**src/logic/fuse_ctrl_pkg.sv**
```systemverilog
// constants, field positions, region table and state type of the fuse controller
// assumes one 100 MHz clock and a plain word-wide register port
// Functional notes
// - 1024 fuse bits as 128 bytes, 7-bit byte address n selects byte n.
// - programming only sets bits; a burned 1 never returns to 0.
// - software reaches fuse bytes only through controller registers.
// - after every reset all fuse bytes are read into their registers.
// - bytes 0..3 and reserved 4..15 reprogrammable, loaded at reset, readable.
// - 16-byte key at 16 programmable once, loaded at reset, readable.
// - 32-byte trust anchor at 32 programmable once, readable by boot ROM only.
// - 16-byte unique identifier at 64 not programmable, loaded, readable.
// - 16-byte hardware unique key at 80 not programmable, loaded, readable.
// - 32-byte user data at 96 programmable once per reset, loaded, readable.
// - burned data comes from the data registers loaded before start.
// - finished read sets read-done flag; interrupt when enabled.
// - finished program sets program-done flag; interrupt when enabled.
// - program not matching a parameter boundary sets boundary-error flag.
// - software sets start; hardware clears it at end; writing 0 does nothing.
// - direction 0 read, 1 write; frozen while start is 1.
// - size in bits 13:8, address in bits 6:0; frozen while start is 1.
// - writing 1 to a clear bit clears its flag; 0 has no effect.
package fuse_ctrl_pkg;
    localparam int unsigned CLK_MHZ      = 100;
    localparam int unsigned FUSE_BYTES   = 128;
    localparam int unsigned BUS_AW       = 12;
    // register offsets
    localparam logic [11:0] CS_OFF       = 12'h000;
    localparam logic [11:0] ADDR_OFF     = 12'h004;
    localparam logic [3:0]  DATA_PAGE    = 4'h1;
    localparam logic [31:0] CS_RST       = 32'h0000_0000;
    localparam logic [31:0] ADDR_RST     = 32'h0000_0000;
    // control and status fields
    localparam int unsigned START_BIT    = 0;
    localparam int unsigned DIR_BIT      = 1;
    localparam int unsigned PG_FLAG_BIT  = 16;
    localparam int unsigned RD_FLAG_BIT  = 17;
    localparam int unsigned BE_FLAG_BIT  = 18;
    localparam int unsigned PG_IE_BIT    = 20;
    localparam int unsigned RD_IE_BIT    = 21;
    localparam int unsigned BE_IE_BIT    = 22;
    localparam int unsigned PG_CLR_BIT   = 24;
    localparam int unsigned RD_CLR_BIT   = 25;
    localparam int unsigned BE_CLR_BIT   = 26;
    // address register fields
    localparam int unsigned SADDR_LSB    = 0;
    localparam int unsigned SIZE_LSB     = 8;
    // burn time of one byte, least time, rounded up
    localparam int unsigned PROG_TIME_NS = 1000;
    localparam int unsigned PROG_CYCLES  = (PROG_TIME_NS * CLK_MHZ + 999) / 1000;
    // parameter regions
    localparam int unsigned NUM_REGIONS  = 10;
    localparam int unsigned RG_KEY       = 5;
    localparam int unsigned RG_ANCHOR    = 6;
    localparam int unsigned RG_UID       = 7;
    localparam int unsigned RG_HUK       = 8;
    localparam int unsigned RG_USER      = 9;
    localparam logic [6:0] RG_START [NUM_REGIONS] = '{7'h00, 7'h01, 7'h02, 7'h03, 7'h04,
                                                      7'h10, 7'h20, 7'h40, 7'h50, 7'h60};
    localparam logic [5:0] RG_WIDTH [NUM_REGIONS] = '{6'h01, 6'h01, 6'h01, 6'h01, 6'h0C,
                                                      6'h10, 6'h20, 6'h10, 6'h10, 6'h20};
    localparam logic [2:0] ANCHOR_WORD_HI = 3'h1;
    localparam logic [7:0] BYTE_LIMIT     = 8'h80;

    typedef enum logic [1:0] {
        ST_LOAD = 2'b00,
        ST_IDLE = 2'b01,
        ST_READ = 2'b10,
        ST_PROG = 2'b11
    } state_t;
endpackage

```
**src/logic/region_match.sv**
```systemverilog
// boundary match of one parameter region
// assumes address and size come from the frozen address register
`timescale 1ns/10ps
module region_match #(
    parameter logic [6:0] START = 7'h00,
    parameter logic [5:0] WIDTH = 6'h01
) (
    // request
    input  wire logic [6:0] addr,
    input  wire logic [5:0] size,
    // result
    output      logic       hit
);
    assign hit = (addr == START) && (size == WIDTH);
endmodule

```
**src/logic/fuse_macro_wrapper.sv**
```systemverilog
// one-time-programmable array model, one byte per access
// assumes requests arrive only while no access is active
`timescale 1ns/10ps
module fuse_macro_wrapper (
    // clock and reset
    input  wire logic       clk,
    input  wire logic       rst,
    input  wire logic       blank_array,
    // access
    input  wire logic       req,
    input  wire logic       we,
    input  wire logic [6:0] addr,
    input  wire logic [7:0] wdata,
    output      logic [7:0] rdata,
    output      logic       done
);
    logic [7:0]  cells [fuse_ctrl_pkg::FUSE_BYTES];
    logic        act_q;
    logic        we_q;
    logic [6:0]  a_q;
    logic [7:0]  d_q;
    logic [15:0] cnt_q;

    // access sequencing; reset does not touch the cells
    always_ff @(posedge clk) begin
        if (rst) begin
            act_q <= 1'b0;
            done  <= 1'b0;
            rdata <= 8'h00;
            we_q  <= 1'b0;
            a_q   <= 7'h00;
            d_q   <= 8'h00;
            cnt_q <= 16'h0000;
        end else begin
            done <= 1'b0;
            if (req && !act_q) begin
                act_q <= 1'b1;
                we_q  <= we;
                a_q   <= addr;
                d_q   <= wdata;
                cnt_q <= we ? 16'(fuse_ctrl_pkg::PROG_CYCLES - 1) : 16'h0000;
            end else if (act_q) begin
                if (cnt_q == 16'h0000) begin
                    act_q <= 1'b0;
                    done  <= 1'b1;
                    rdata <= cells[a_q] | (we_q ? d_q : 8'h00);
                end else begin
                    cnt_q <= cnt_q - 16'h0001;
                end
            end
        end
    end

    // blank silicon model; cells only gain ones
    always_ff @(posedge clk) begin
        if (blank_array) begin
            for (int i = 0; i < fuse_ctrl_pkg::FUSE_BYTES; i++) begin
                cells[i] <= 8'h00;
            end
        end else if (act_q && we_q && cnt_q == 16'h0000) begin
            cells[a_q] <= cells[a_q] | d_q;
        end
    end
endmodule

```
**src/logic/efuse_read_program_controller.sv**
```systemverilog
// fuse controller: register port, reset reload, read and program sequencing
// assumes the register master drives one-cycle strobes synchronous to clk
// assumes blank_array is only used by simulation to start from virgin cells
// map: 0x000 control and status, 0x004 address and size, 0x100..0x17C data words
//
// Our own choices: the strobed register port and the placing of the registers.
`timescale 1ns/10ps
module efuse_read_program_controller (
    // clock and reset
    input  wire logic        clk,
    input  wire logic        rst,
    input  wire logic        blank_array,
    // register port
    input  wire logic [11:0] addr,
    input  wire logic [31:0] wdata,
    input  wire logic        wr_en,
    input  wire logic        rd_en,
    output      logic [31:0] rdata,
    // boot rom port
    input  wire logic [6:0]  rom_addr,
    output      logic [7:0]  rom_data,
    // interrupt
    output      logic        irq
);
    fuse_ctrl_pkg::state_t state_q;

    logic       operation_start_q;
    logic       operation_direction_q;
    logic [5:0] transfer_size_q;
    logic [6:0] transfer_start_address_q;
    logic       read_done_flag_q;
    logic       program_done_flag_q;
    logic       boundary_error_flag_q;
    logic       read_done_irq_enable_q;
    logic       program_done_irq_enable_q;
    logic       boundary_error_irq_enable_q;
    logic       key_used_q;
    logic       anchor_used_q;
    logic       user_done_q;
    logic [7:0] shadow [fuse_ctrl_pkg::FUSE_BYTES];
    logic [6:0] idx_q;
    logic [5:0] left_q;
    logic       pend_q;

    logic       wr_cs;
    logic       wr_addr;
    logic       data_sel;
    logic       wr_data;
    logic [4:0] word;
    logic [2:0] mac_ctl;
    logic       mac_req;
    logic       mac_done;
    logic [7:0] mac_rdata;
    logic       launch;
    logic       chk_err;
    logic       op_last;
    logic       finish;
    logic       set_rd;
    logic       set_pg;
    logic       set_be;
    logic [fuse_ctrl_pkg::NUM_REGIONS-1:0] hit;
    logic       prog_ok;
    logic [7:0] end_addr;

    // register decode
    assign word     = addr[6:2];
    assign data_sel = (addr[11:8] == fuse_ctrl_pkg::DATA_PAGE) && !addr[7] && (addr[1:0] == 2'b00);
    assign wr_cs    = wr_en && (addr == fuse_ctrl_pkg::CS_OFF);
    assign wr_addr  = wr_en && (addr == fuse_ctrl_pkg::ADDR_OFF);
    // data registers frozen during any sequence
    assign wr_data  = wr_en && data_sel && !operation_start_q && (state_q == fuse_ctrl_pkg::ST_IDLE);

    // boundary table
    for (genvar g = 0; g < fuse_ctrl_pkg::NUM_REGIONS; g++) begin : g_rg
        region_match #(
            .START (fuse_ctrl_pkg::RG_START[g]),
            .WIDTH (fuse_ctrl_pkg::RG_WIDTH[g])
        ) u_rg (
            .addr (transfer_start_address_q),
            .size (transfer_size_q),
            .hit  (hit[g])
        );
    end

    // program permission per region
    // small regions below the key are always open; bits only ever gain ones
    // identifier and hardware key regions never appear here, so they refuse
    // the key or anchor region that holds any burned bit at reload stays locked
    always_comb begin
        prog_ok = |hit[fuse_ctrl_pkg::RG_KEY-1:0];
        if (hit[fuse_ctrl_pkg::RG_KEY] && !key_used_q) begin
            prog_ok = 1'b1;
        end
        if (hit[fuse_ctrl_pkg::RG_ANCHOR] && !anchor_used_q) begin
            prog_ok = 1'b1;
        end
        if (hit[fuse_ctrl_pkg::RG_USER] && !user_done_q) begin
            prog_ok = 1'b1;
        end
    end

    // reads must stay inside the 128 bytes
    assign end_addr = {1'b0, transfer_start_address_q} + {2'b00, transfer_size_q};
    // error decided before any macro access
    assign chk_err  = operation_direction_q ? !prog_ok
                    : ((transfer_size_q == 6'h00) || (end_addr > fuse_ctrl_pkg::BYTE_LIMIT));
    assign launch   = (state_q == fuse_ctrl_pkg::ST_IDLE) && operation_start_q;
    assign op_last  = mac_done && (left_q == 6'h01)
                    && ((state_q == fuse_ctrl_pkg::ST_READ) || (state_q == fuse_ctrl_pkg::ST_PROG));
    assign set_be   = launch && chk_err;
    assign set_rd   = op_last && (state_q == fuse_ctrl_pkg::ST_READ);
    assign set_pg   = op_last && (state_q == fuse_ctrl_pkg::ST_PROG);
    assign finish   = set_be || op_last;
    // one macro access in flight: pend_q blocks a second request until done
    // returns, so each byte costs request, access and write-back cycles
    assign mac_req  = !pend_q && (state_q != fuse_ctrl_pkg::ST_IDLE);

    // macro access request fields
    assign mac_ctl  = {mac_req, state_q == fuse_ctrl_pkg::ST_PROG, 1'b0};

    // cells reached only through this sequencer
    fuse_macro_wrapper u_macro (
        .clk         (clk),
        .rst         (rst),
        .blank_array (blank_array),
        .req         (mac_ctl[2]),
        .we          (mac_ctl[1]),
        .addr        (idx_q),
        .wdata       (shadow[idx_q]),
        .rdata       (mac_rdata),
        .done        (mac_done)
    );

    // sequencer
    always_ff @(posedge clk) begin
        if (rst) begin
            state_q <= fuse_ctrl_pkg::ST_LOAD;
            idx_q   <= 7'h00;
            left_q  <= 6'h00;
            pend_q  <= 1'b0;
        end else begin
            if (mac_req) begin
                pend_q <= 1'b1;
            end else if (mac_done) begin
                pend_q <= 1'b0;
            end
            unique case (state_q)
                fuse_ctrl_pkg::ST_LOAD: begin
                    if (mac_done) begin
                        idx_q <= idx_q + 7'h01;
                        if (idx_q == 7'h7F) begin
                            state_q <= fuse_ctrl_pkg::ST_IDLE;
                        end
                    end
                end
                fuse_ctrl_pkg::ST_IDLE: begin
                    if (launch && !chk_err) begin
                        idx_q   <= transfer_start_address_q;
                        left_q  <= transfer_size_q;
                        state_q <= operation_direction_q ? fuse_ctrl_pkg::ST_PROG : fuse_ctrl_pkg::ST_READ;
                    end
                end
                fuse_ctrl_pkg::ST_READ,
                fuse_ctrl_pkg::ST_PROG: begin
                    if (mac_done) begin
                        idx_q  <= idx_q + 7'h01;
                        left_q <= left_q - 6'h01;
                        if (left_q == 6'h01) begin
                            state_q <= fuse_ctrl_pkg::ST_IDLE;
                        end
                    end
                end
            endcase
        end
    end

    // data registers: filled from the array, or by software before a program
    // the macro write-back wins over a bus write; software writes during a
    // sequence are refused anyway, so nothing is lost
    always_ff @(posedge clk) begin
        if (rst) begin
            for (int i = 0; i < fuse_ctrl_pkg::FUSE_BYTES; i++) begin
                shadow[i] <= 8'h00;
            end
        end else if (mac_done && state_q != fuse_ctrl_pkg::ST_IDLE) begin
            shadow[idx_q] <= mac_rdata;
        end else if (wr_data) begin
            for (int b = 0; b < 4; b++) begin
                shadow[{word, 2'(b)}] <= wdata[8*b +: 8];
            end
        end
    end

    // once-only tracking
    always_ff @(posedge clk) begin
        if (rst) begin
            key_used_q    <= 1'b0;
            anchor_used_q <= 1'b0;
            user_done_q   <= 1'b0;
        end else begin
            // any burned key bit locks the key
            if (mac_done && idx_q[6:4] == 3'h1 && mac_rdata != 8'h00) begin
                key_used_q <= 1'b1;
            end
            // any burned anchor bit locks the anchor
            if (mac_done && idx_q[6:5] == 2'h1 && mac_rdata != 8'h00) begin
                anchor_used_q <= 1'b1;
            end
            if (set_pg && hit[fuse_ctrl_pkg::RG_KEY]) begin
                key_used_q <= 1'b1;
            end
            if (set_pg && hit[fuse_ctrl_pkg::RG_ANCHOR]) begin
                anchor_used_q <= 1'b1;
            end
            if (set_pg && hit[fuse_ctrl_pkg::RG_USER]) begin
                user_done_q <= 1'b1;
            end
        end
    end

    // start bit
    // a start written during reload waits in the register and launches once
    // the sequencer reaches idle
    always_ff @(posedge clk) begin
        if (rst) begin
            operation_start_q <= fuse_ctrl_pkg::CS_RST[fuse_ctrl_pkg::START_BIT];
        end else if (finish) begin
            // start drops with the ending flag
            operation_start_q <= 1'b0;
        end else if (wr_cs && wdata[fuse_ctrl_pkg::START_BIT]) begin
            operation_start_q <= 1'b1;
        end
    end

    // direction, address and size
    always_ff @(posedge clk) begin
        if (rst) begin
            operation_direction_q    <= fuse_ctrl_pkg::CS_RST[fuse_ctrl_pkg::DIR_BIT];
            transfer_size_q          <= fuse_ctrl_pkg::ADDR_RST[fuse_ctrl_pkg::SIZE_LSB +: 6];
            transfer_start_address_q <= fuse_ctrl_pkg::ADDR_RST[fuse_ctrl_pkg::SADDR_LSB +: 7];
        end else begin
            if (wr_cs && !operation_start_q) begin
                operation_direction_q <= wdata[fuse_ctrl_pkg::DIR_BIT];
            end
            if (wr_addr && !operation_start_q) begin
                transfer_size_q          <= wdata[fuse_ctrl_pkg::SIZE_LSB +: 6];
                transfer_start_address_q <= wdata[fuse_ctrl_pkg::SADDR_LSB +: 7];
            end
        end
    end

    // interrupt enables
    // enables follow every control write, also while a sequence runs
    always_ff @(posedge clk) begin
        if (rst) begin
            read_done_irq_enable_q      <= fuse_ctrl_pkg::CS_RST[fuse_ctrl_pkg::RD_IE_BIT];
            program_done_irq_enable_q   <= fuse_ctrl_pkg::CS_RST[fuse_ctrl_pkg::PG_IE_BIT];
            boundary_error_irq_enable_q <= fuse_ctrl_pkg::CS_RST[fuse_ctrl_pkg::BE_IE_BIT];
        end else if (wr_cs) begin
            read_done_irq_enable_q      <= wdata[fuse_ctrl_pkg::RD_IE_BIT];
            program_done_irq_enable_q   <= wdata[fuse_ctrl_pkg::PG_IE_BIT];
            boundary_error_irq_enable_q <= wdata[fuse_ctrl_pkg::BE_IE_BIT];
        end
    end

    // sticky flags, a set wins over a clear in the same cycle
    always_ff @(posedge clk) begin
        if (rst) begin
            read_done_flag_q      <= fuse_ctrl_pkg::CS_RST[fuse_ctrl_pkg::RD_FLAG_BIT];
            program_done_flag_q   <= fuse_ctrl_pkg::CS_RST[fuse_ctrl_pkg::PG_FLAG_BIT];
            boundary_error_flag_q <= fuse_ctrl_pkg::CS_RST[fuse_ctrl_pkg::BE_FLAG_BIT];
        end else begin
            read_done_flag_q <= set_rd
                || (read_done_flag_q && !(wr_cs && wdata[fuse_ctrl_pkg::RD_CLR_BIT]));
            program_done_flag_q <= set_pg
                || (program_done_flag_q && !(wr_cs && wdata[fuse_ctrl_pkg::PG_CLR_BIT]));
            boundary_error_flag_q <= set_be
                || (boundary_error_flag_q && !(wr_cs && wdata[fuse_ctrl_pkg::BE_CLR_BIT]));
        end
    end

    always_ff @(posedge clk) begin
        if (rst) begin
            irq <= 1'b0;
        end else begin
            irq <= (read_done_flag_q && read_done_irq_enable_q)
                || (program_done_flag_q && program_done_irq_enable_q)
                || (boundary_error_flag_q && boundary_error_irq_enable_q);
        end
    end

    // register read, data valid the cycle after the strobe
    // rdata holds its value between strobes; unmapped offsets return zero
    always_ff @(posedge clk) begin
        if (rst) begin
            rdata <= 32'h0000_0000;
        end else if (rd_en) begin
            rdata <= 32'h0000_0000;
            if (addr == fuse_ctrl_pkg::CS_OFF) begin
                rdata[fuse_ctrl_pkg::START_BIT]   <= operation_start_q;
                rdata[fuse_ctrl_pkg::DIR_BIT]     <= operation_direction_q;
                rdata[fuse_ctrl_pkg::PG_FLAG_BIT] <= program_done_flag_q;
                rdata[fuse_ctrl_pkg::RD_FLAG_BIT] <= read_done_flag_q;
                rdata[fuse_ctrl_pkg::BE_FLAG_BIT] <= boundary_error_flag_q;
                rdata[fuse_ctrl_pkg::PG_IE_BIT]   <= program_done_irq_enable_q;
                rdata[fuse_ctrl_pkg::RD_IE_BIT]   <= read_done_irq_enable_q;
                rdata[fuse_ctrl_pkg::BE_IE_BIT]   <= boundary_error_irq_enable_q;
            end else if (addr == fuse_ctrl_pkg::ADDR_OFF) begin
                rdata[fuse_ctrl_pkg::SIZE_LSB +: 6]  <= transfer_size_q;
                rdata[fuse_ctrl_pkg::SADDR_LSB +: 7] <= transfer_start_address_q;
            end else if (data_sel && word[4:3] != 2'b01) begin
                // trust anchor words read as zero on the bus
                for (int b = 0; b < 4; b++) begin
                    rdata[8*b +: 8] <= shadow[{word, 2'(b)}];
                end
            end
        end
    end

    // boot rom sees every byte
    // this port is the only path to the trust anchor; keep it off the bus
    always_ff @(posedge clk) begin
        if (rst) begin
            rom_data <= 8'h00;
        end else begin
            rom_data <= shadow[rom_addr];
        end
    end
endmodule

```
**config.mk**
```make
export PLATFORM = sky130hd
export DESIGN_NAME = efuse_read_program_controller
export DESIGN_NICKNAME = d
export VERILOG_FILES = /design/src/logic/fuse_ctrl_pkg.sv /design/src/logic/region_match.sv /design/src/logic/fuse_macro_wrapper.sv /design/src/logic/efuse_read_program_controller.sv
export SDC_FILE = /design/constraint.sdc
export NUM_CORES = 2
export LEC_CHECK = 0
export ABC_AREA = 0
export BUFFER_PORTS_ARGS = -buffer_cell sky130_fd_sc_hd__buf_4
export CELL_PAD_IN_SITES_DETAIL_PLACEMENT = 2
export CELL_PAD_IN_SITES_GLOBAL_PLACEMENT = 2
export CORE_UTILIZATION = 51
export CTS_CLUSTER_SIZE = 16
export DETAILED_ROUTE_END_ITERATION = 10
export GPL_TIMING_DRIVEN = 0
export PLACE_DENSITY_LB_ADDON = 0.2
export SLEW_MARGIN = 5
export SYNTH_ARGS = -nofsm -noshare
export SYNTH_HDL_FRONTEND = slang
export SYNTH_HIERARCHICAL = 1
export SYNTH_SLANG_ARGS = --single-unit
```
**constraint.sdc**
```tcl
create_clock -name clk -period 8.35 [get_ports clk]
set_input_delay 0.4175 -clock clk [delete_from_list [all_inputs] [get_ports clk]]
set_output_delay 0.4175 -clock clk [all_outputs]
set_load 0.05 [all_outputs]
```
==> results of run 1 <==
## metrics by stage
step	setup slack [ps]	hold slack, ps	utilization [%]	instance area [sq um]	cells
floorplan	5350	429	-	116000	8300
global placement	1010	456	53.4	120000	11400
detailed placement	1660	482	53.7	121000	11400
CTS	1270	8.24	57.2	129000	11800
## per-layer routing
metal  GRT overflow  track usage (%)
met1            409             87.2
met5             49             60.6
met4            832             84.4
met3            385             77.9
met2           1428             97.9
## cells by family after synthesis
family                     after synthesis
xor gates and xnor gates                10
buffers and inverters                  921
DFF                                   2185
adders and majority gates               11
and+or+nand+nor                       2012
AOI/OAI and AO/OA                     1762
muxes                                 1399
## cells in the mapped netlist (7+ instances only)
master,instances
a222oi_1,12
and3_1,7
o21a_1,12
nor2b_1,18
a211oi_1,13
nand2b_1,139
o22ai_1,9
o211ai_1,12
nand3_1,59
a22oi_1,371
a311oi_1,9
xnor2_1,9
a31oi_1,9
buf_4,27
o41ai_1,32
nand2_1,110
buf_2,186
ha_1,10
a21oi_1,185
dfxtp_1,137
edfxtp_1,2048
nor3_1,31
nand3_4,15
a22o_1,1040
buf_1,79
clkbuf_1,605
o21ai_0,11
nor4b_1,9
or3_1,133
a41oi_1,9
mux4_2,841
nand4_1,12
or2_2,7
nor4_1,19
inv_1,14
nand2_2,75
and2_1,12
buf_6,7
nor2_1,1326
and4_1,7
mux2i_1,557
a221oi_1,16
## repair_timing
action / 4_1_cts
buffers inserted: 0
hold buffers: 15
endpoints found under the hold margin: 28
==> flow_metrics.env, run 1 <==
export IMPL_status="aborted with a tool error"
export IMPL_haltStage="5_1_grt"
export IMPL_stop_error="[ERROR GRT-0116] Global routing finished with congestion. Check the congestion regions in the DRC Viewer."
export IMPL_yosys_area_share_simple_pct=7.91
export IMPL_synth_top_family_by_area="multiplexers"
export IMPL_start_util_pct=51.5
export IMPL_grt_pass1_vias=132000
export IMPL_avgSynthCellArea_sq_um=14.0
export IMPL_yosys_warnings=6
export IMPL_htree_levels=4
export IMPL_die_h_microns=479
export IMPL_yosys_area_top_type_share_pct=52.9
export IMPL_synth_compound_area_share_pct=12.2
export IMPL_yosys_area_top_type="edfxtp_1"
export IMPL_synthDistinctLibCells=77
export IMPL_synth_ff_type="edfxtp_1"
export IMPL_synthArstFlopShare_pct=0
export IMPL_ys_seq_area_share_pct=55.3
export IMPL_ys_ff_latch=2185
export IMPL_rows=174
export IMPL_synthXorXnorAreaFrac_pct=0.0754
export IMPL_syn_inst=8300
export IMPL_synthAdderAreaFrac_pct=0.125
export IMPL_grt_first_pass_wirelength_microns=1350000
export IMPL_postSynthNetCount=8367
export IMPL_dieWidth_microns=479
export IMPL_grt_start_max_net_pins=20
export IMPL_grt_util_all_layers_pct=87.1
export IMPL_gr_total_overflow=3103
export IMPL_cts_buffer_depth=3
export IMPL_syn_area_sq_mm=0.116
export IMPL_cts_sinks=2185
export IMPL_yosys_top_cells_area="edfxtp_1, mux4_2, a22o_1"
export IMPL_post_cts_resized=0
export IMPL_place_congestion=1.27
export IMPL_io_pins=97
export IMPL_dp_hpwl_microns=594000
export IMPL_synth_edff_count=2048
export IMPL_cts_buffers=231
export IMPL_port_buffers=68
export IMPL_cts_root_buffer="clkbuf_16"
export IMPL_yosys_mux_area_fraction_pct=21.1
==> inputs of run 2 (changes only) <==
--- a/config.mk
+++ b/config.mk
@@ -7,13 +7,10 @@
 export LEC_CHECK = 0
 export ABC_AREA = 0
 export BUFFER_PORTS_ARGS = -buffer_cell sky130_fd_sc_hd__buf_4
-export CELL_PAD_IN_SITES_DETAIL_PLACEMENT = 2
-export CELL_PAD_IN_SITES_GLOBAL_PLACEMENT = 2
-export CORE_UTILIZATION = 51
-export CTS_CLUSTER_SIZE = 16
+export CORE_UTILIZATION = 40
 export DETAILED_ROUTE_END_ITERATION = 10
 export GPL_TIMING_DRIVEN = 0
-export PLACE_DENSITY_LB_ADDON = 0.2
+export PLACE_DENSITY_LB_ADDON = 0.15
 export SLEW_MARGIN = 5
 export SYNTH_ARGS = -nofsm -noshare
 export SYNTH_HDL_FRONTEND = slang
==> flow_metrics.env, run 2 <==
export IMPL_swShare_pct=36.5
export IMPL_worstSetupPathType="reg2reg"
export IMPL_synth_compound_area_share_pct=12.2
export IMPL_power_density_mw_per_mm2=252
export IMPL_internal_power_w=0.0209
export IMPL_port_buffers=68
export IMPL_avgSynthCellArea_sq_um=14.0
export IMPL_yosys_cell_count_top_type="edfxtp_1"
export IMPL_power_switching_w=0.0120
export IMPL_worstHoldPathCells=2
export IMPL_ys_seq_area_share_pct=55.3
export IMPL_worstHoldPathType="in2reg"
export IMPL_synth_edff_count=2048
export IMPL_syn_inst=8300
export IMPL_synthAdderAreaFrac_pct=0.125
export IMPL_fin_crit_ps=6470
export IMPL_ys_ff_latch=2185
export IMPL_hold_viol=0
export IMPL_slowest_delay_ps=1130
export IMPL_grt_util_all_layers_pct=46.9
export IMPL_routedWlPerCell_microns=54.7
export IMPL_yosys_area_top_type="edfxtp_1"
export IMPL_slew_headroom_pct=-15.7
export IMPL_antenna_found_initial=105
export IMPL_violations="max-capacitance violations, max-slew violations"
export IMPL_required_ps=9000
export IMPL_yosys_top_cells_area="edfxtp_1, mux4_2, a22o_1"
export IMPL_ctsHoldBuffers=6
export IMPL_synth_top_family_by_area="multiplexers"
export IMPL_synth_ff_type="edfxtp_1"
export IMPL_rsz0062_at_grt="false"
export IMPL_yosys_area_share_simple_pct=7.91
export IMPL_drc_errors=0
export IMPL_grt_first_pass_wirelength_microns=886000
export IMPL_p_clk_share_pct=35.1
export IMPL_dp_hpwl_microns=537000
export IMPL_crit_top_cell="clkbuf_1"
export IMPL_cp_cell_sequence="nor2b_1, clkbuf_1, clkbuf_1, a22oi_1, a21oi_1, o41ai_1, a41oi_1, clkbuf_1, clkbuf_1, nor2_1"
export IMPL_max_freq_ghz=0.155
export IMPL_arrival_ps=7120
export IMPL_r2r_slack_ps=1880
export IMPL_min_from="wdata[23]"
export IMPL_maxCapViolCount=23
export IMPL_htree_levels=5
export IMPL_ant_nets=0
export IMPL_final_nets=8744
export IMPL_cts_tree="done"
export IMPL_post_cts_resized=0
export IMPL_final_common_cell="edfxtp_1"
export IMPL_crit_fanout=10
export IMPL_crit_family="buffers and inverters"
export IMPL_status="complete, but fails checks"
export IMPL_syn_area_sq_mm=0.116
export IMPL_synthXorXnorAreaFrac_pct=0.0754
export IMPL_die_area_sq_mm=0.293
export IMPL_setup_violations_final=0
export IMPL_synthTopCellsByCount="edfxtp_1, nor2_1, a22o_1"
export IMPL_combPwrFrac_pct=26.2
export IMPL_place_inst=12200
export IMPL_cp_end_kind="register"
export IMPL_fin_tns_setup_ps=0
export IMPL_vias_per_cell=7.32
export IMPL_reg_top3="shadow: 1024 flops, u_macro/cells: 1024 flops, rdata: 32 flops"
export IMPL_cts_sinks=2185
export IMPL_drive_gt1_share_pct=20.3
export IMPL_gr_total_overflow=0
export IMPL_skew_ps=52.0
export IMPL_hold_ws_ps=27.3
export IMPL_start_util_pct=40.3
export IMPL_rows=197
export IMPL_fp_coreArea_sq_mm=0.288
export IMPL_grt_start_max_net_pins=15
export IMPL_yosys_area_top_type_share_pct=52.9
export IMPL_synthArstFlopShare_pct=0
export IMPL_firstDrtPassIters=9
export IMPL_grt_pass1_vias=86800
export IMPL_area_growth_pct=12.8
export IMPL_yosys_mux_area_fraction_pct=21.1
export IMPL_worst_path_buf_inv=4
export IMPL_fin_crit_sh_pct=77.5
export IMPL_cts_buffer_depth=4
export IMPL_peakVddDrop_mv=0.186
export IMPL_dieWidth_microns=541
export IMPL_place_congestion=1.11
export IMPL_reg2reg_to="u_macro/cells[17][2]"
export IMPL_worstMarginPinSlew_ps=1740
export IMPL_crit_slowest_cell="clkbuf_1"
export IMPL_clk_latency_ps=970
export IMPL_io_pins=97
export IMPL_min_to="shadow[118][7]"
export IMPL_vias=93400
export IMPL_cp_start_kind="register"
export IMPL_slew_violations=154
export IMPL_yosys_warnings=6
export IMPL_finalNonFillerCells=12800
export IMPL_postSynthNetCount=8367
export IMPL_r2r_cells=10
export IMPL_synthDistinctLibCells=77
export IMPL_pwr_share_seq_pct=38.7
export IMPL_clkTransAtPathRegs_ps=60
export IMPL_drt_iter0_markers=14800
export IMPL_cts_root_buffer="clkbuf_16"
export IMPL_drt_total_wl_microns=698000
export IMPL_cts_setup_buffers=0
export IMPL_final_cell_mix="edfxtp_1, nor2_1, a22o_1, mux4_2, mux2i_1"
export IMPL_die_h_microns=541
export IMPL_p_leak_nw=43.3
export IMPL_cts_buffers=266
-- run 2: cell counts after synthesis --
No cell type changed its count.
-- run 2: cell families (layout without fill, tap and decap cells) --
logic type               after synthesis  count (layout)
adder cells (fa/ha/maj)               11              11
other                                  0              98
multiplexers                        1399            1399
flip-flops                          2185            2185
XOR/XNOR                              10              10
buffers and inverters                921            1503
AO/OA/AOI/OAI                       1762            1762
AND/OR/NAND/NOR                     2012            2012
-- run 2: final cells by class --
| cell class | instances | area [sq um] |
|---|---|---|
| timing repair buffer | 109 | 1250 |
| antenna | 98 | 245 |
| fill | 25900 | 157000 |
| sequential | 2185 | 64200 |
| clock inverter | 129 | 1220 |
| buffer | 906 | 3990 |
| multi-input combinational | 5194 | 48200 |
| tap | 3781 | 4730 |
| clock buffer | 344 | 7120 |
| inverter | 15 | 56.3 |
-- run 2: worst max-delay path by stage --
stage	slack, ps	to	depth (start not counted)	start
detailed placement	2230	u_macro/cells[87][6]	10	register
CTS	2200	u_macro/cells[17][2]	10	register
finish	1880	u_macro/cells[17][2]	10	register
global placement	1360	shadow[29][4]	6	rst
floorplan	5350	u_macro/cells[0][0]	10	u_macro/cnt_q[7]
global route	2120	u_macro/cells[94][6]	10	register
-- run 2: per-stage QoR --
step                util [%]  setup WS (ps)  total power (W)  instance area (sq um)
finish                  45.5           1880           0.0330                 131000
global route            45.4           2120           0.0330                 131000
CTS                     45.4           2200           0.0324                 131000
detailed placement      42.4           2230           0.0211                 122000
global placement        42.1           1360           0.0209                 121000
floorplan                  -           5350           0.0165                 116000
-- run 2: metal layers --
| metal | vias to the layer above | global-route usage (%) | share of wire (%) |
|---|---|---|---|
| li1 | 34300 | - | - |
| met1 | 48300 | 51.4 | 33 |
| met2 | 8271 | 69.9 | 43 |
| met3 | 2517 | 15.6 | 11 |
| met4 | 38 | 48.1 | 13 |
| met5 | - | 0 | 0.044 |
-- run 2: power groups by stage --
stage               sequential (W)  combinational [W]  clock [W]
finish                      0.0127            0.00865     0.0116
global route                0.0128            0.00836     0.0119
CTS                         0.0127            0.00814     0.0115
detailed placement          0.0129            0.00811          0
global placement            0.0129            0.00799          0
floorplan                   0.0127            0.00376          0
Power figures use the tool's default switching activity.
